[src/rtl/ivs_pkg.sv]
// ==================================================================
// constants and types of the interrupt, status and stack block
package ivs_pkg;

  localparam int IVS_NUM_SRC = 19;
  localparam int IVS_PC_W = 16;
  localparam int IVS_SP_W = 12;

  // register indices; byte address is four times the index
  localparam logic [7:0] IVS_IDX_SP_LOW = 8'h3D;
  localparam logic [7:0] IVS_IDX_SP_HIGH = 8'h3E;
  localparam logic [7:0] IVS_IDX_STATUS = 8'h3F;
  localparam logic [7:0] IVS_IDX_IRQ_CTRL = 8'h40;
  localparam logic [7:0] IVS_IDX_IRQ_EN = 8'h41;
  localparam logic [7:0] IVS_IDX_IRQ_PEND = 8'h42;

  // status flag positions
  localparam int IVS_BIT_I = 7;
  localparam int IVS_BIT_T = 6;
  localparam int IVS_BIT_H = 5;
  localparam int IVS_BIT_S = 4;
  localparam int IVS_BIT_V = 3;
  localparam int IVS_BIT_N = 2;
  localparam int IVS_BIT_Z = 1;
  localparam int IVS_BIT_C = 0;

  // control register fields
  localparam int IVS_CTRL_VSEL = 0;
  localparam int IVS_CTRL_APP_LOCK = 1;
  localparam int IVS_CTRL_LDR_LOCK = 2;

  // reset values, vector table start and vector step
  localparam logic [7:0] IVS_STATUS_RST = 8'h00;
  localparam logic [11:0] IVS_SP_RST = 12'h000;
  localparam logic [15:0] IVS_RESET_ADDR = 16'h0000;
  localparam logic [15:0] IVS_VEC_START = 16'h0002;
  localparam logic [15:0] IVS_VEC_STEP = 16'h0002;

  localparam logic [1:0] IVS_RESP_OKAY = 2'h0;
  localparam logic [1:0] IVS_RESP_SLVERR = 2'h2;

  typedef enum logic [2:0] {
    IVS_SP_NONE,
    IVS_SP_PUSH1,
    IVS_SP_PUSH2,
    IVS_SP_POP1,
    IVS_SP_POP2
  } ivs_sp_op_t;

  // one cycle of requests from the execution core
  typedef struct packed {
    ivs_sp_op_t sp_op;
    logic return_from_interrupt;
    logic bit_store_instr;
    logic bst_bit;
    logic [7:0] flag_mask;
    logic [7:0] flag_val;
  } ivs_core_req_t;

  // accepted interrupt as seen by the core
  typedef struct packed {
    logic take;
    logic [15:0] vector;
    logic [15:0] ret_addr;
  } ivs_irq_out_t;

endpackage

[src/rtl/ivs_top.sv]
`timescale 1ns/100ps
module ivs_top
  import ivs_pkg::*;
#(
  parameter logic [15:0] BOOT_BASE = 16'h3C00
)
(
  input wire logic aclk,
  input wire logic aresetn,
  input wire logic [31:0] s_axi_awaddr,
  input wire logic [2:0] s_axi_awprot,
  input wire logic s_axi_awvalid,
  output logic s_axi_awready,
  input wire logic [31:0] s_axi_wdata,
  input wire logic [3:0] s_axi_wstrb,
  input wire logic s_axi_wvalid,
  output logic s_axi_wready,
  output logic [1:0] s_axi_bresp,
  output logic s_axi_bvalid,
  input wire logic s_axi_bready,
  input wire logic [31:0] s_axi_araddr,
  input wire logic [2:0] s_axi_arprot,
  input wire logic s_axi_arvalid,
  output logic s_axi_arready,
  output logic [31:0] s_axi_rdata,
  output logic [1:0] s_axi_rresp,
  output logic s_axi_rvalid,
  input wire logic s_axi_rready,
  input wire ivs_core_req_t core_req,
  input wire logic core_ready,
  input wire logic [15:0] core_pc,
  input wire logic [IVS_NUM_SRC-1:0] irq_req,
  input wire logic boot_reset_fuse,
  output ivs_irq_out_t irq_out,
  output logic [7:0] status_flags,
  output logic [15:0] stack_pointer,
  output logic [15:0] reset_addr
);

  // ==================================================================
  // state
  logic [11:0] sp;
  logic [2:0] irq_ctrl;
  logic [IVS_NUM_SRC-1:0] irq_en;
  logic aw_held;
  logic w_held;
  logic [7:0] aw_idx;
  logic [31:0] w_data;
  logic [3:0] w_strb;
  logic [7:0] next_status;
  logic [11:0] next_sp;

  // ==================================================================
  // write channel decode
  wire aw_take = s_axi_awvalid && s_axi_awready;
  wire w_take = s_axi_wvalid && s_axi_wready;
  wire [7:0] wr_idx = aw_take ? s_axi_awaddr[9:2] : aw_idx;
  wire [31:0] wr_data = w_take ? s_axi_wdata : w_data;
  wire [3:0] wr_strb = w_take ? s_axi_wstrb : w_strb;
  wire wr_fire = (aw_held || aw_take) && (w_held || w_take);
  wire wr_hi = s_axi_awaddr[31:10] != 22'h0;
  // byte lanes of the enable word, cut to the number of sources
  wire [IVS_NUM_SRC-1:0] en_lanes = IVS_NUM_SRC'({{8{wr_strb[2]}}, {8{wr_strb[1]}}, {8{wr_strb[0]}}});
  wire wr_lane0 = wr_fire && wr_strb[0];
  wire wr_status = wr_lane0 && wr_idx == IVS_IDX_STATUS;
  wire wr_sp_low = wr_lane0 && wr_idx == IVS_IDX_SP_LOW;
  wire wr_sp_high = wr_lane0 && wr_idx == IVS_IDX_SP_HIGH;
  wire wr_ctrl = wr_lane0 && wr_idx == IVS_IDX_IRQ_CTRL;
  wire wr_en = wr_fire && wr_idx == IVS_IDX_IRQ_EN;
  wire wr_known = wr_idx inside {IVS_IDX_STATUS, IVS_IDX_SP_LOW, IVS_IDX_SP_HIGH,
                                 IVS_IDX_IRQ_CTRL, IVS_IDX_IRQ_EN, IVS_IDX_IRQ_PEND};

  // ==================================================================
  // interrupt selection
  wire [IVS_NUM_SRC-1:0] pend = irq_req & irq_en;
  logic [IVS_NUM_SRC-1:0] first_hot;
  logic [IVS_NUM_SRC-1:0] lower_pend;

  // lower_pend[i] is set when any source below i is pending
  assign lower_pend[0] = 1'b0;
  genvar gi;
  generate
    for (gi = 0; gi < IVS_NUM_SRC; gi = gi + 1)
    begin : g_prio
      if (gi > 0)
      begin : g_chain
        assign lower_pend[gi] = lower_pend[gi-1] | pend[gi-1];
      end
      assign first_hot[gi] = pend[gi] & ~lower_pend[gi];
    end
  endgenerate

  logic [4:0] first_idx;
  always_comb
  begin
    first_idx = 5'h00;
    for (int k = IVS_NUM_SRC - 1; k >= 0; k--)
    begin
      if (first_hot[k])
      begin
        first_idx = 5'(k);
      end
    end
  end

  // table order: ext0..2, timer2 x2, timer1 x4, timer0 x2, then serial group
  wire [15:0] vec_offset = IVS_VEC_START + 16'({11'h0, first_idx} * IVS_VEC_STEP);
  wire [15:0] vec_base = irq_ctrl[IVS_CTRL_VSEL] ? BOOT_BASE : 16'h0000;
  wire [15:0] vec_addr = vec_base + vec_offset;

  // app lock blocks in application area, loader lock in boot area
  wire in_boot = core_pc >= BOOT_BASE;
  wire lock_block = (irq_ctrl[IVS_CTRL_APP_LOCK] && !in_boot) ||
                    (irq_ctrl[IVS_CTRL_LDR_LOCK] && in_boot);
  wire can_take = status_flags[IVS_BIT_I] && (|pend) && core_ready &&
                  !lock_block && !irq_out.take;

  // ==================================================================
  // status flags
  always_comb
  begin
    next_status = status_flags;
    if (wr_status)
    begin
      next_status = wr_data[7:0];
    end
    // arithmetic and logic flags from the core
    next_status[IVS_BIT_H] = core_req.flag_mask[IVS_BIT_H] ? core_req.flag_val[IVS_BIT_H] : next_status[IVS_BIT_H];
    next_status[IVS_BIT_V] = core_req.flag_mask[IVS_BIT_V] ? core_req.flag_val[IVS_BIT_V] : next_status[IVS_BIT_V];
    next_status[IVS_BIT_N] = core_req.flag_mask[IVS_BIT_N] ? core_req.flag_val[IVS_BIT_N] : next_status[IVS_BIT_N];
    next_status[IVS_BIT_Z] = core_req.flag_mask[IVS_BIT_Z] ? core_req.flag_val[IVS_BIT_Z] : next_status[IVS_BIT_Z];
    next_status[IVS_BIT_C] = core_req.flag_mask[IVS_BIT_C] ? core_req.flag_val[IVS_BIT_C] : next_status[IVS_BIT_C];
    if (core_req.bit_store_instr)
    begin
      next_status[IVS_BIT_T] = core_req.bst_bit;
    end
    if (core_req.return_from_interrupt)
    begin
      next_status[IVS_BIT_I] = 1'b1;
    end
    if (can_take)
    begin
      next_status[IVS_BIT_I] = 1'b0;
    end
    next_status[IVS_BIT_S] = next_status[IVS_BIT_N] ^ next_status[IVS_BIT_V];
  end

  // ==================================================================
  // stack pointer
  always_comb
  begin
    next_sp = sp;
    case (core_req.sp_op)
      IVS_SP_PUSH1: next_sp = sp - 12'h001;
      IVS_SP_PUSH2: next_sp = sp - 12'h002;
      IVS_SP_POP1: next_sp = sp + 12'h001;
      IVS_SP_POP2: next_sp = sp + 12'h002;
      default: next_sp = sp;
    endcase
    if (can_take)
    begin
      next_sp = sp - 12'h002;
    end
    if (wr_sp_low)
    begin
      next_sp[7:0] = wr_data[7:0];
    end
    if (wr_sp_high)
    begin
      next_sp[11:8] = wr_data[3:0];
    end
  end

  always_ff @(posedge aclk)
  begin
    if (!aresetn)
    begin
      status_flags <= IVS_STATUS_RST;
      sp <= IVS_SP_RST;
      stack_pointer <= 16'h0000;
    end
    else
    begin
      status_flags <= next_status;
      sp <= next_sp;
      stack_pointer <= {4'h0, next_sp};
    end
  end

  // ==================================================================
  // interrupt acceptance
  always_ff @(posedge aclk)
  begin
    if (!aresetn)
    begin
      irq_out <= '0;
    end
    else
    begin
      irq_out.take <= can_take;
      if (can_take)
      begin
        irq_out.vector <= vec_addr;
        irq_out.ret_addr <= core_pc;
      end
    end
  end

  // fuse is caught by the clock while reset is held
  always_ff @(posedge aclk)
  begin
    if (!aresetn)
    begin
      reset_addr <= boot_reset_fuse ? BOOT_BASE : IVS_RESET_ADDR;
    end
  end

  // ==================================================================
  // control registers
  always_ff @(posedge aclk)
  begin
    if (!aresetn)
    begin
      irq_ctrl <= 3'h0;
      irq_en <= '0;
    end
    else
    begin
      if (wr_ctrl)
      begin
        irq_ctrl <= wr_data[2:0];
      end
      if (wr_en)
      begin
        irq_en <= (irq_en & ~en_lanes) | (wr_data[IVS_NUM_SRC-1:0] & en_lanes);
      end
    end
  end

  // ==================================================================
  // write channel
  // ready is registered, so it is worked out from the next state
  wire next_aw_held = !wr_fire && (aw_held || aw_take);
  wire next_w_held = !wr_fire && (w_held || w_take);
  wire next_bvalid = wr_fire || (s_axi_bvalid && !s_axi_bready);
  always_ff @(posedge aclk)
  begin
    if (!aresetn)
    begin
      aw_held <= 1'b0;
      w_held <= 1'b0;
      aw_idx <= 8'h00;
      w_data <= 32'h0000_0000;
      w_strb <= 4'h0;
      s_axi_bvalid <= 1'b0;
      s_axi_bresp <= IVS_RESP_OKAY;
      s_axi_awready <= 1'b0;
      s_axi_wready <= 1'b0;
    end
    else
    begin
      s_axi_awready <= !next_aw_held && !next_bvalid;
      s_axi_wready <= !next_w_held && !next_bvalid;
      if (wr_fire)
      begin
        aw_held <= 1'b0;
        w_held <= 1'b0;
        s_axi_bvalid <= 1'b1;
        s_axi_bresp <= (wr_known && !(aw_take && wr_hi)) ? IVS_RESP_OKAY : IVS_RESP_SLVERR;
      end
      else
      begin
        if (aw_take)
        begin
          aw_held <= 1'b1;
          aw_idx <= wr_hi ? 8'hFF : s_axi_awaddr[9:2];
        end
        if (w_take)
        begin
          w_held <= 1'b1;
          w_data <= s_axi_wdata;
          w_strb <= s_axi_wstrb;
        end
        if (s_axi_bvalid && s_axi_bready)
        begin
          s_axi_bvalid <= 1'b0;
        end
      end
    end
  end

  // ==================================================================
  // read channel
  wire [7:0] rd_idx = s_axi_araddr[9:2];
  wire rd_hi = s_axi_araddr[31:10] != 22'h0;
  wire ar_take = s_axi_arvalid && s_axi_arready;
  wire next_rvalid = ar_take || (s_axi_rvalid && !s_axi_rready);
  logic [31:0] rd_mux;
  logic rd_ok;
  always_comb
  begin
    rd_ok = !rd_hi;
    case (rd_idx)
      IVS_IDX_STATUS: rd_mux = {24'h000000, status_flags};
      IVS_IDX_SP_LOW: rd_mux = {24'h000000, sp[7:0]};
      IVS_IDX_SP_HIGH: rd_mux = {28'h0000000, sp[11:8]};
      IVS_IDX_IRQ_CTRL: rd_mux = {29'h0, irq_ctrl};
      IVS_IDX_IRQ_EN: rd_mux = {13'h0, irq_en};
      IVS_IDX_IRQ_PEND: rd_mux = {13'h0, pend};
      default:
      begin
        rd_mux = 32'h0000_0000;
        rd_ok = 1'b0;
      end
    endcase
  end

  always_ff @(posedge aclk)
  begin
    if (!aresetn)
    begin
      s_axi_rvalid <= 1'b0;
      s_axi_rdata <= 32'h0000_0000;
      s_axi_rresp <= IVS_RESP_OKAY;
      s_axi_arready <= 1'b0;
    end
    else
    begin
      s_axi_arready <= !next_rvalid;
      s_axi_rvalid <= next_rvalid;
      if (ar_take)
      begin
        s_axi_rdata <= rd_ok ? rd_mux : 32'h0000_0000;
        s_axi_rresp <= rd_ok ? IVS_RESP_OKAY : IVS_RESP_SLVERR;
      end
    end
  end
endmodule

[config.mk]
export PLATFORM = sky130hd
export DESIGN_NAME = ivs_top
export DESIGN_NICKNAME = d
export VERILOG_FILES = /design/src/rtl/ivs_pkg.sv /design/src/rtl/ivs_top.sv
export SDC_FILE = /design/constraint.sdc
export NUM_CORES = 1
export LEC_CHECK = 0
export BUFFER_PORTS_ARGS = -buffer_cell sky130_fd_sc_hd__buf_2
export CORE_MARGIN = 2
export CORE_UTILIZATION = 45
export DETAILED_ROUTE_END_ITERATION = 8
export MAX_ROUTING_LAYER = met4
export PLACE_DENSITY = 0.82
export RECOVER_POWER = 100
export SYNTH_ARGS = -nofsm -noshare
export SYNTH_HDL_FRONTEND = slang
export SYNTH_SLANG_ARGS = --single-unit
[constraint.sdc]
create_clock -name aclk -period 2.3 [get_ports aclk]
set_input_delay 0.23 -clock aclk [delete_from_list [all_inputs] [get_ports aclk]]
set_output_delay 0.23 -clock aclk [all_outputs]
set_load 0.005 [all_outputs]
==> results of run 1 <==
-- worst min-delay path by stage --
stage	cells past startpoint	slack, ns	endpoint
6_report	3	0.03	status_flags[1]
5_1_grt	3	0.04	irq_out[5]
4_1_cts	3	0.03	status_flags[1]
3_5_place_dp	1	0.41	reset_addr[12]
3_3_place_gp	1	0.42	reset_addr[12]
2_1_floorplan	0	0.33	reset_addr[12]
-- per-layer routing --
layer  share of wire [%]  vias up  wire, um
met5                   0        -         0
met4                 3.3        0       824
met3                 9.1       59      2270
met2                  47      462     11800
met1                  40     3711     10000
li1                    -     3869         -
-- area by class of cell --
type	instances	area [sq um]	share of cell area, %
multi-input combinational	724	4350	44.7
tap	216	270	2.78
sequential	125	2520	25.9
clock buffer	19	443	4.55
clock inverter	12	114	1.17
inverter	13	48.8	0.501
timing repair buffer	339	1980	20.3
antenna	6	15.0	0.154
-- per-stage QoR --
| stage | total power (W) | setup WS, ns | hold slack [ns] | instances |
|---|---|---|---|---|
| 3_5_place_dp | 0.00406 | -0.159 | 0.415 | 1403 |
| 6_report | 0.00665 | 0.0684 | 0.0321 | 1454 |
| 3_3_place_gp | 0.00404 | -0.128 | 0.423 | 1403 |
| 4_1_cts | 0.00659 | 0.0151 | 0.0271 | 1437 |
| 5_1_grt | 0.00691 | -0.0448 | 0.0421 | 1452 |
| 2_1_floorplan | 0.00342 | -0.0500 | 0.329 | 957 |
-- cells in the final DEF, fill, tap and decap left out, types with 5 or more instances in the layout --
cell type and instances:
and2_1 5, xor2_1 15, nand4_1 8, inv_1 12
nand3_1 30, conb_1 37, a22oi_1 19, and3_1 8
buf_2 170, clkbuf_1 57, o22ai_1 11, a21oi_1 73
ha_1 12, clkbuf_16 18, nand2b_1 8, a31oi_1 6
mux2_2 8, xnor2_1 14, a311oi_1 12, a21o_1 17
a211oi_1 16, or2_2 5, mux2i_1 17, diode_2 6
nand2_1 135, o21ai_0 30, dfxtp_1 120, nor4_1 14
a32oi_1 12, buf_4 103, nand4b_1 5, nor2_1 102
o211ai_1 7, nor3_1 17
-- power by group through the flow --
stage	Sequential, W	Clock, W	Combinational (W)
floorplan	0.00240	0	0.00102
global placement	0.00242	0	0.00162
detailed placement	0.00242	0	0.00164
CTS	0.00237	0.00257	0.00165
global route	0.00239	0.00265	0.00187
finish	0.00238	0.00255	0.00172
-- what timing repair did --
| action | in CTS | in global routing |
|---|---|---|
| hold endpoints to repair | 1 | 0 |
| gates cloned | 0 | 1 |
| buffers inserted | 2 | 10 |
| endpoints found under the setup margin | 2 | 29 |
| hold buffers | 1 | 0 |
| gates resized for setup | 1 | 27 |
| pin swaps | 1 | 9 |
-- worst max-delay path, stage by stage (launching register included) --
cell and delay, ns:
dfxtp_1 0.35, or3_1 0.38, or3b_4 0.46, or2_2 0.30
a222oi_1 0.33, nor3_1 0.09, o21ai_0 0.08, a41o_1 0.18
-- cells by family (layout without fill, tap and decap cells) --
kind of cell	count (synthesis)	in the layout	synth area share, %
AND/OR/NAND/NOR	364	364	23.1
flip-flops	125	125	34.9
buffers and inverters	108	383	8.06
other	1	43	0.0521
adder cells (fa/ha/maj)	14	14	2.54
XOR/XNOR	29	29	3.53
AO/OA/AOI/OAI	252	252	23.7
multiplexers	28	28	4.12
==> results.md, run 1 <==
* Result of the run: finished clean
* Power density over cell area at 682 nW/um^2
* Number of nets in the layout at between 1,000 and 1,500
* Insertion delay of the later-clocked pin in the worst-skew pair at 0.42 ns
* Placement row count at 46
* Clock sink count at 125
* Deepest clock path buffer count at 2
* CTS H-Tree Depth at 4
* Layout area overhead at 35.2%
* Type of the setup path with the least slack: flop to flop
* Finish-stage setup viols at 0
* Weighted congestion at the end of routability-driven global placement at between 0.9 and 1
* Largest net degree at the start of global routing at 69
* Maximum ir drop on the vdd rail at 602 uV
* CTS tree: done
* Max transition margin at 35.3%
* Cells taking the most area after synthesis: dfxtp_1 34%, nand2_1 7.0%, nor2_1 5.5%
* Aggregate negative setup slack at 0 ns
* Internal power at 0.00457 W
* Unrepaired setup endpoints after global routing: true
* Global router's overall resource usage at between 20% and 30%
* Vias in the first global route at 7,190
* Synth async-reset ratio at 0%
* Cell area after synthesis at 7200 sq um
* Number of detailed-route iterations in the first pass at 5
* Total of flip-flops plus latches after synthesis at 125
* GR Layer Usage met3 at 6.31%
* Largest fanout of any net on the critical path at 6
* DR WL/cell at 17.2 um
* Final standard cell utilization of the core at 61.7%
* Sw Ratio at 31.2%
* Filler Cell Count at about 1,500
* Endpoint of the worst-slack reg-to-reg timing path: sp[7]
* Tcrit/Tclk final at 97.0%
* Yosys cell types at about 70
* Wire length of the first global-routing pass at 36.8 mm
* Length in cells of the worst reg-to-reg path at 7
* Drc violations at 0
* CP endpoint: sp[7]
* Vertical die dimension at 131 um
* Startpoint of the most critical setup path: sp[4]
* Die extent in x at 131 um
* DIE AREA at 17,000 sq um
* Met1 routing resource usage after global routing at 33.7%
* Hold path start: core_req[1]
* Standard cell core area at 15,800 sq um
* HP Class: input port to flop
* Cell at the root of the clock tree: clkbuf_16
* Worst setup EP type: flop
* Worst endpoint data arrival time at approximately 2.6 ns
* Period minus WS final at 2.23 ns
* Violation count after the first detailed-routing iteration at 762
* Share of power burned in combinational logic at 25.8%
* Yosys warning count at 0
* Number of enable flip-flop cells after synthesis at 1
* Sequential share of the synthesized area at between 30% and 40%
* HPWL after detailed placement at 18.7 mm
* CTS clock-pin slew for the worst setup and hold paths at 0.06 ns
* Max-cap violations at 0
* Cells after Synth at 921
* Cell type with the largest total area after synthesis: dfxtp_1
* Post-synth top cells: 135 x nand2_1, 124 x dfxtp_1, 105 x nor2_1, 77 x a21oi_1, 43 x buf_4
* Worst reg2reg startpoint: sp[4]
* Routed Wire Length at ~25 mm
* Seq pwr share at 35.8%
* Count leader, synth: nand2_1
* Number of vias after detailed routing at 8,101
* Crit path required time at around 2.7 ns
* Met2 usage at 47.3%
* R2R Setup Slk at 0.07 ns
* Detailed-route vias per instance at 5.57
* Leakage dissipation at around 4.2 nW
* Number of antenna violations at the first check in global routing at 4
* Final max-slew violation count at 0
* Upper clock frequency limit at 448 MHz
* Initial cell density of the core at 45.7%
* Switching pwr at 0.00207 W
* Share of power burned in the clock network at between 30% and 40%
* Number of I/O port buffers at 218
* Final non-filler cell area at 9740 sq um
* Overflow left after global routing at 0
* Fraction of layout instances using a drive strength above 1 at 28.9%
* Clock skew at 0.00822 ns
* Hold violation count in the final report at 0
* Synth top area share at between 30% and 40%
* Global routing's busiest layer: met2
* Average cell area after synthesis at 7.82 sq um
* Number of buffers inserted during clock tree synthesis at 17
* Most common flop cell mapped by yosys: dfxtp_1
* Worst setup SP type: flop
* Post-Place Cell Area at 9030 sq um
* Transition time at the pin with the least slew margin at just under 1 ns
* Routed Antenna Nets at 0
* I/O pin count at 286
Note: power is estimated with default switching activity, not from simulation.
==> inputs of run 2 (changes only) <==
- ABC_AREA: default -> 1
- PLACE_DENSITY: 0.82 -> 0.81
==> run 2 against run 1 <==
Effect of this change:
- area after synthesis grew 4.0%
- critical path type unchanged
- sequential cell count unchanged
- via count up 2.9%
- first-iteration DRC count is 27% lower
- critical path depth rose by 8
- final cell count grew 8.1%
- global-route usage down 1.8 points
- final area shrank 3.9%
- non-clock buffer count down 85
- clock power rose by 7%
- critical endpoint is now irq_out[21]
==> results.md, run 2 <==
* Endpoint of the worst-slack reg-to-reg timing path: irq_out[21] (was sp[7])
* Worst endpoint data arrival time at 2.48 ns (was 2.60 ns)
* HP Class: input port to flop (unchanged)
* Transition time at the pin with the least slew margin at 0.937 ns (was 0.971 ns)
* Placement row count at 47 (was 46)
* Vias in the first global route at 7,472 (was 7,190)
* Count leader, synth: nand2_1 (unchanged)
* Crit path required time at 2.66 ns (was 2.67 ns)
* Routed Wire Length at 24.0 mm (was 25.0 mm)
* HPWL after detailed placement at 18.4 mm (was 18.7 mm)
* Period minus WS final at 2.12 ns (was 2.23 ns)
* Fraction of layout instances using a drive strength above 1 at 21.5% (was 28.9%)
* Cell type with the largest total area after synthesis: dfxtp_1 (unchanged)
* Initial cell density of the core at 45.7% (about the same)
* Layout area overhead at 24.9% (was 35.2%)
* Hold violation count in the final report at 0 (unchanged)
* Number of antenna violations at the first check in global routing at 2 (was 4)
* Number of buffers inserted during clock tree synthesis at 17 (unchanged)
* Worst setup EP type: flop (unchanged)
* Cell family with the largest share of critical-path delay: simple AND/OR/NAND/NOR gates (unchanged)
* CTS H-Tree Depth at 4 (unchanged)
* Library cell contributing the largest single delay on the critical path: dfxtp_1 (was or3b_4)
* Max-cap violations at 0 (unchanged)
* R2R Setup Slk at 0.18 ns (was 0.07 ns)
* Critical path depth at 15 (was 7)
* Final max-slew violation count at 0 (unchanged)
* Clock skew at 0.00893 ns (was 0.00822 ns)
* Number of I/O port buffers at 218 (unchanged)
* Deepest clock path buffer count at 2 (unchanged)
* Area taken by multi-input logic gates at 4180 sq um (was 4350 sq um)
* Total of flip-flops plus latches after synthesis at 125 (unchanged)
* I/O pin count at 286 (unchanged)
* Leading cell types in the layout, fill and taps excluded: 225 x nand2_1, 187 x buf_2, 125 x inv_1, 124 x dfxtp_1, 112 x a21oi_1 (was 170 x buf_2, 135 x nand2_1, 120 x dfxtp_1, 103 x buf_4, 102 x nor2_1)
* Synth top area share at 33.1% (was 34.5%)
* Buffering stage count on the worst path with inverters included at 1 (was 0)
* Simple-gate area share of the yosys netlist at 27.7% (was 23.1%)
* Routed Antenna Nets at 0 (unchanged)
* Weighted congestion at the end of routability-driven global placement at 0.993 (was 0.983)
* Type of the setup path with the least slack: flop to flop (unchanged)
* Power density over cell area at 694 nW/um^2 (was 682 nW/um^2)
* Critical path cell sequence: nand2_1 -> nand2_1 -> nor2_2 -> nand2_2 -> nor2_4 -> nand3_1 -> nand4_1 -> nor2_1 -> nand3_1 -> inv_1 -> nand2_1 -> ha_1 -> nor3b_1 -> a21oi_1 -> o21ai_0 (was or3_1 -> or3b_4 -> or2_2 -> a222oi_1 -> nor3_1 -> o21ai_0 -> a41o_1)
* Finish-stage setup viols at 0 (unchanged)
* Total area of sequential cells at 2510 sq um (was 2520 sq um)
* Largest net degree at the start of global routing at 56 (was 69)
* Post-synth top cells: 226 x nand2_1, 125 x inv_1, 124 x dfxtp_1, 112 x a21oi_1, 107 x o21ai_0 (was 135 x nand2_1, 124 x dfxtp_1, 105 x nor2_1, 77 x a21oi_1, 43 x buf_4)
* Average cell area after synthesis at 6.79 sq um (was 7.82 sq um)
* Maximum ir drop on the vdd rail at 627 uV (was 602 uV)
* Overflow left after global routing at 0 (unchanged)
* Vertical die dimension at 133 um (was 131 um)
* Cells after Synth at 1,103 (was 921)
* Minimum setup slack in the final design at 0.177 ns (was 0.0684 ns)
* Number of enable flip-flop cells after synthesis at 1 (unchanged)
* Clock sink count at 125 (unchanged)
* Number of nets in the layout at 1,523 (was 1,406)
* Tcrit/Tclk final at 92.3% (was 97.0%)
* Yosys cell types at 51 (was 71)
* Cells taking the most area after synthesis: dfxtp_1 33%, nand2_1 11%, a21oi_1 7.5% (was dfxtp_1 34%, nand2_1 7.0%, nor2_1 5.5%)
* Cell at the root of the clock tree: clkbuf_16 (unchanged)
* Violation count after the first detailed-routing iteration at 558 (was 762)
* Upper clock frequency limit at 471 MHz (was 448 MHz)
* Most common cell after layout, fill and taps aside: nand2_1 (was buf_2)
* Global router's overall resource usage at 27.0% (was 28.7%)
* Worst setup SP type: flop (unchanged)
* DR WL/cell at 15.3 um (was 17.2 um)
* Number of vias after detailed routing at 8,335 (was 8,101)
* Yosys warning count at 0 (unchanged)
* Sequential share of the synthesized area at 33.5% (was 34.9%)
* DIE AREA at 17,700 sq um (was 17,000 sq um)
* Max transition margin at 36.9% (was 35.3%)
* DP Worst Slack at 0.0468 ns (was -0.159 ns)
* Adder and majority gate portion of the synthesized area at 2.44% (was 2.54%)
* Cell repeated most along the worst path: nand2_1
* Delay of the slowest cell on the worst path at 0.31 ns (was 0.46 ns)
* Largest fanout of any net on the critical path at 4 (was 6)
* Dominant combinational cell family by area after synthesis: simple AND/OR/NAND/NOR gates (was compound AO/OA/AOI/OAI gates)
* Number of detailed-route iterations in the first pass at 5 (unchanged)
* Filler Cell Count at 1,594 (was 1,450)
* Most common flop cell mapped by yosys: dfxtp_1 (unchanged)
* Wire length of the first global-routing pass at 36.7 mm (was 36.8 mm)
* Xor-xnor portion of the synthesized cell area at 1.29% (was 3.53%)
* Leakage dissipation at 4.61 nW (was 4.20 nW)
* Cell area after synthesis at 7490 sq um (was 7200 sq um)
* Drc violations at 0 (unchanged)
* Insertion delay of the later-clocked pin in the worst-skew pair at 0.43 ns (was 0.42 ns)
* CTS clock-pin slew for the worst setup and hold paths at 0.06 ns (about the same)
* Standard cell core area at 16,400 sq um (was 15,800 sq um)
* Synth async-reset ratio at 0% (unchanged)
* Die extent in x at 133 um (was 131 um)
* Result of the run: finished clean (unchanged)
* Detailed-route vias per instance at 5.30 (was 5.57)
* Length in cells of the worst reg-to-reg path at 15 (was 7)
* CTS tree: done (unchanged)
* Synth Area in Compound Gates at 20.4% (was 23.7%)
* CP endpoint: irq_out[21] (was sp[7])
* Multiplexer area fraction after synthesis at 1.60% (was 4.12%)
* Total power draw at 0.00649 W (was 0.00665 W)
[run 2: changes by cell type in the layout (fill, tap and decap cells not counted), moves of 16 or more]
cell	before	now
a211oi_1	16	0
a21o_1	17	1
a21oi_1	73	112
a22oi_1	19	0
buf_2	170	187
buf_4	103	27
clkbuf_1	57	40
inv_1	12	125
nand2_1	135	225
nand3_1	30	65
nor2_1	102	79
o21ai_0	30	106
[run 2: cell type report]
cell class,count,share of cell area (%)
diodes,2,0.0535
clock buffers,19,4.63
clock inverters,13,1.79
inverters,129,5.18
multi-input cells,810,44.7
flip-flops and latches,125,26.9
well taps,220,2.94
repair buffers,254,13.9
[run 2: worst min path at each step]
stage,from,slack [ns],cells after the start,end
global route,core_pc[4],0.03,2,irq_out[4]
global placement,boot_reset_fuse,0.41,1,reset_addr[12]
detailed placement,boot_reset_fuse,0.41,1,reset_addr[12]
finish,core_pc[4],0.03,2,irq_out[4]
CTS,core_pc[4],0.02,2,irq_out[4]
floorplan,boot_reset_fuse,0.33,0,reset_addr[12]
[run 2: kinds of logic after synthesis]
| family | after synthesis |
|---|---|
| compound gates | 278 |
| xor+xnor | 11 |
| fa+ha+maj | 14 |
| buf+inv | 204 |
| flops | 125 |
| mux | 12 |
| other cells | 1 |
| simple gates | 458 |
[run 2: where the power goes]
group / switching (W) / internal (W)
Combinational: 0.000857 / 0.000513
Clock: 0.00103 / 0.00171
Sequential: 0.000106 / 0.00228
[run 2: timing repair]
action,4_1_cts,5_1_grt
resized for setup,0,11
hold buffers,1,0
endpoints found under the setup margin,0,20
endpoints found under the hold margin,1,0
buffers inserted,0,1
[run 2: routing by layer]
metal / part of all wire (%) / wire length (um) / up-vias / global-route usage, %
li1: - / - / 4114 / -
met3: 8.1 / 1960 / 48 / 5.13
met2: 47 / 11200 / 397 / 44.9
met4: 2.8 / 662 / 0 / 9.62
met1: 43 / 10200 / 3776 / 32.6
met5: 0 / 0 / - / -
[run 2: per-stage QoR]
stage                     setup TNS (ns)  area (sq um)  hold WS, ns  instances  utilization [%]
after floorplan                        0          7630        0.329       1139                -
after global placement                 0          8760        0.408       1536             53.4
after detailed placement               0          8760        0.409       1536             53.4
after CTS                              0          9370       0.0173       1569             57.1
after global routing             -0.0187          9360       0.0256       1572             57.0
final                                  0          9360       0.0255       1572             57.0
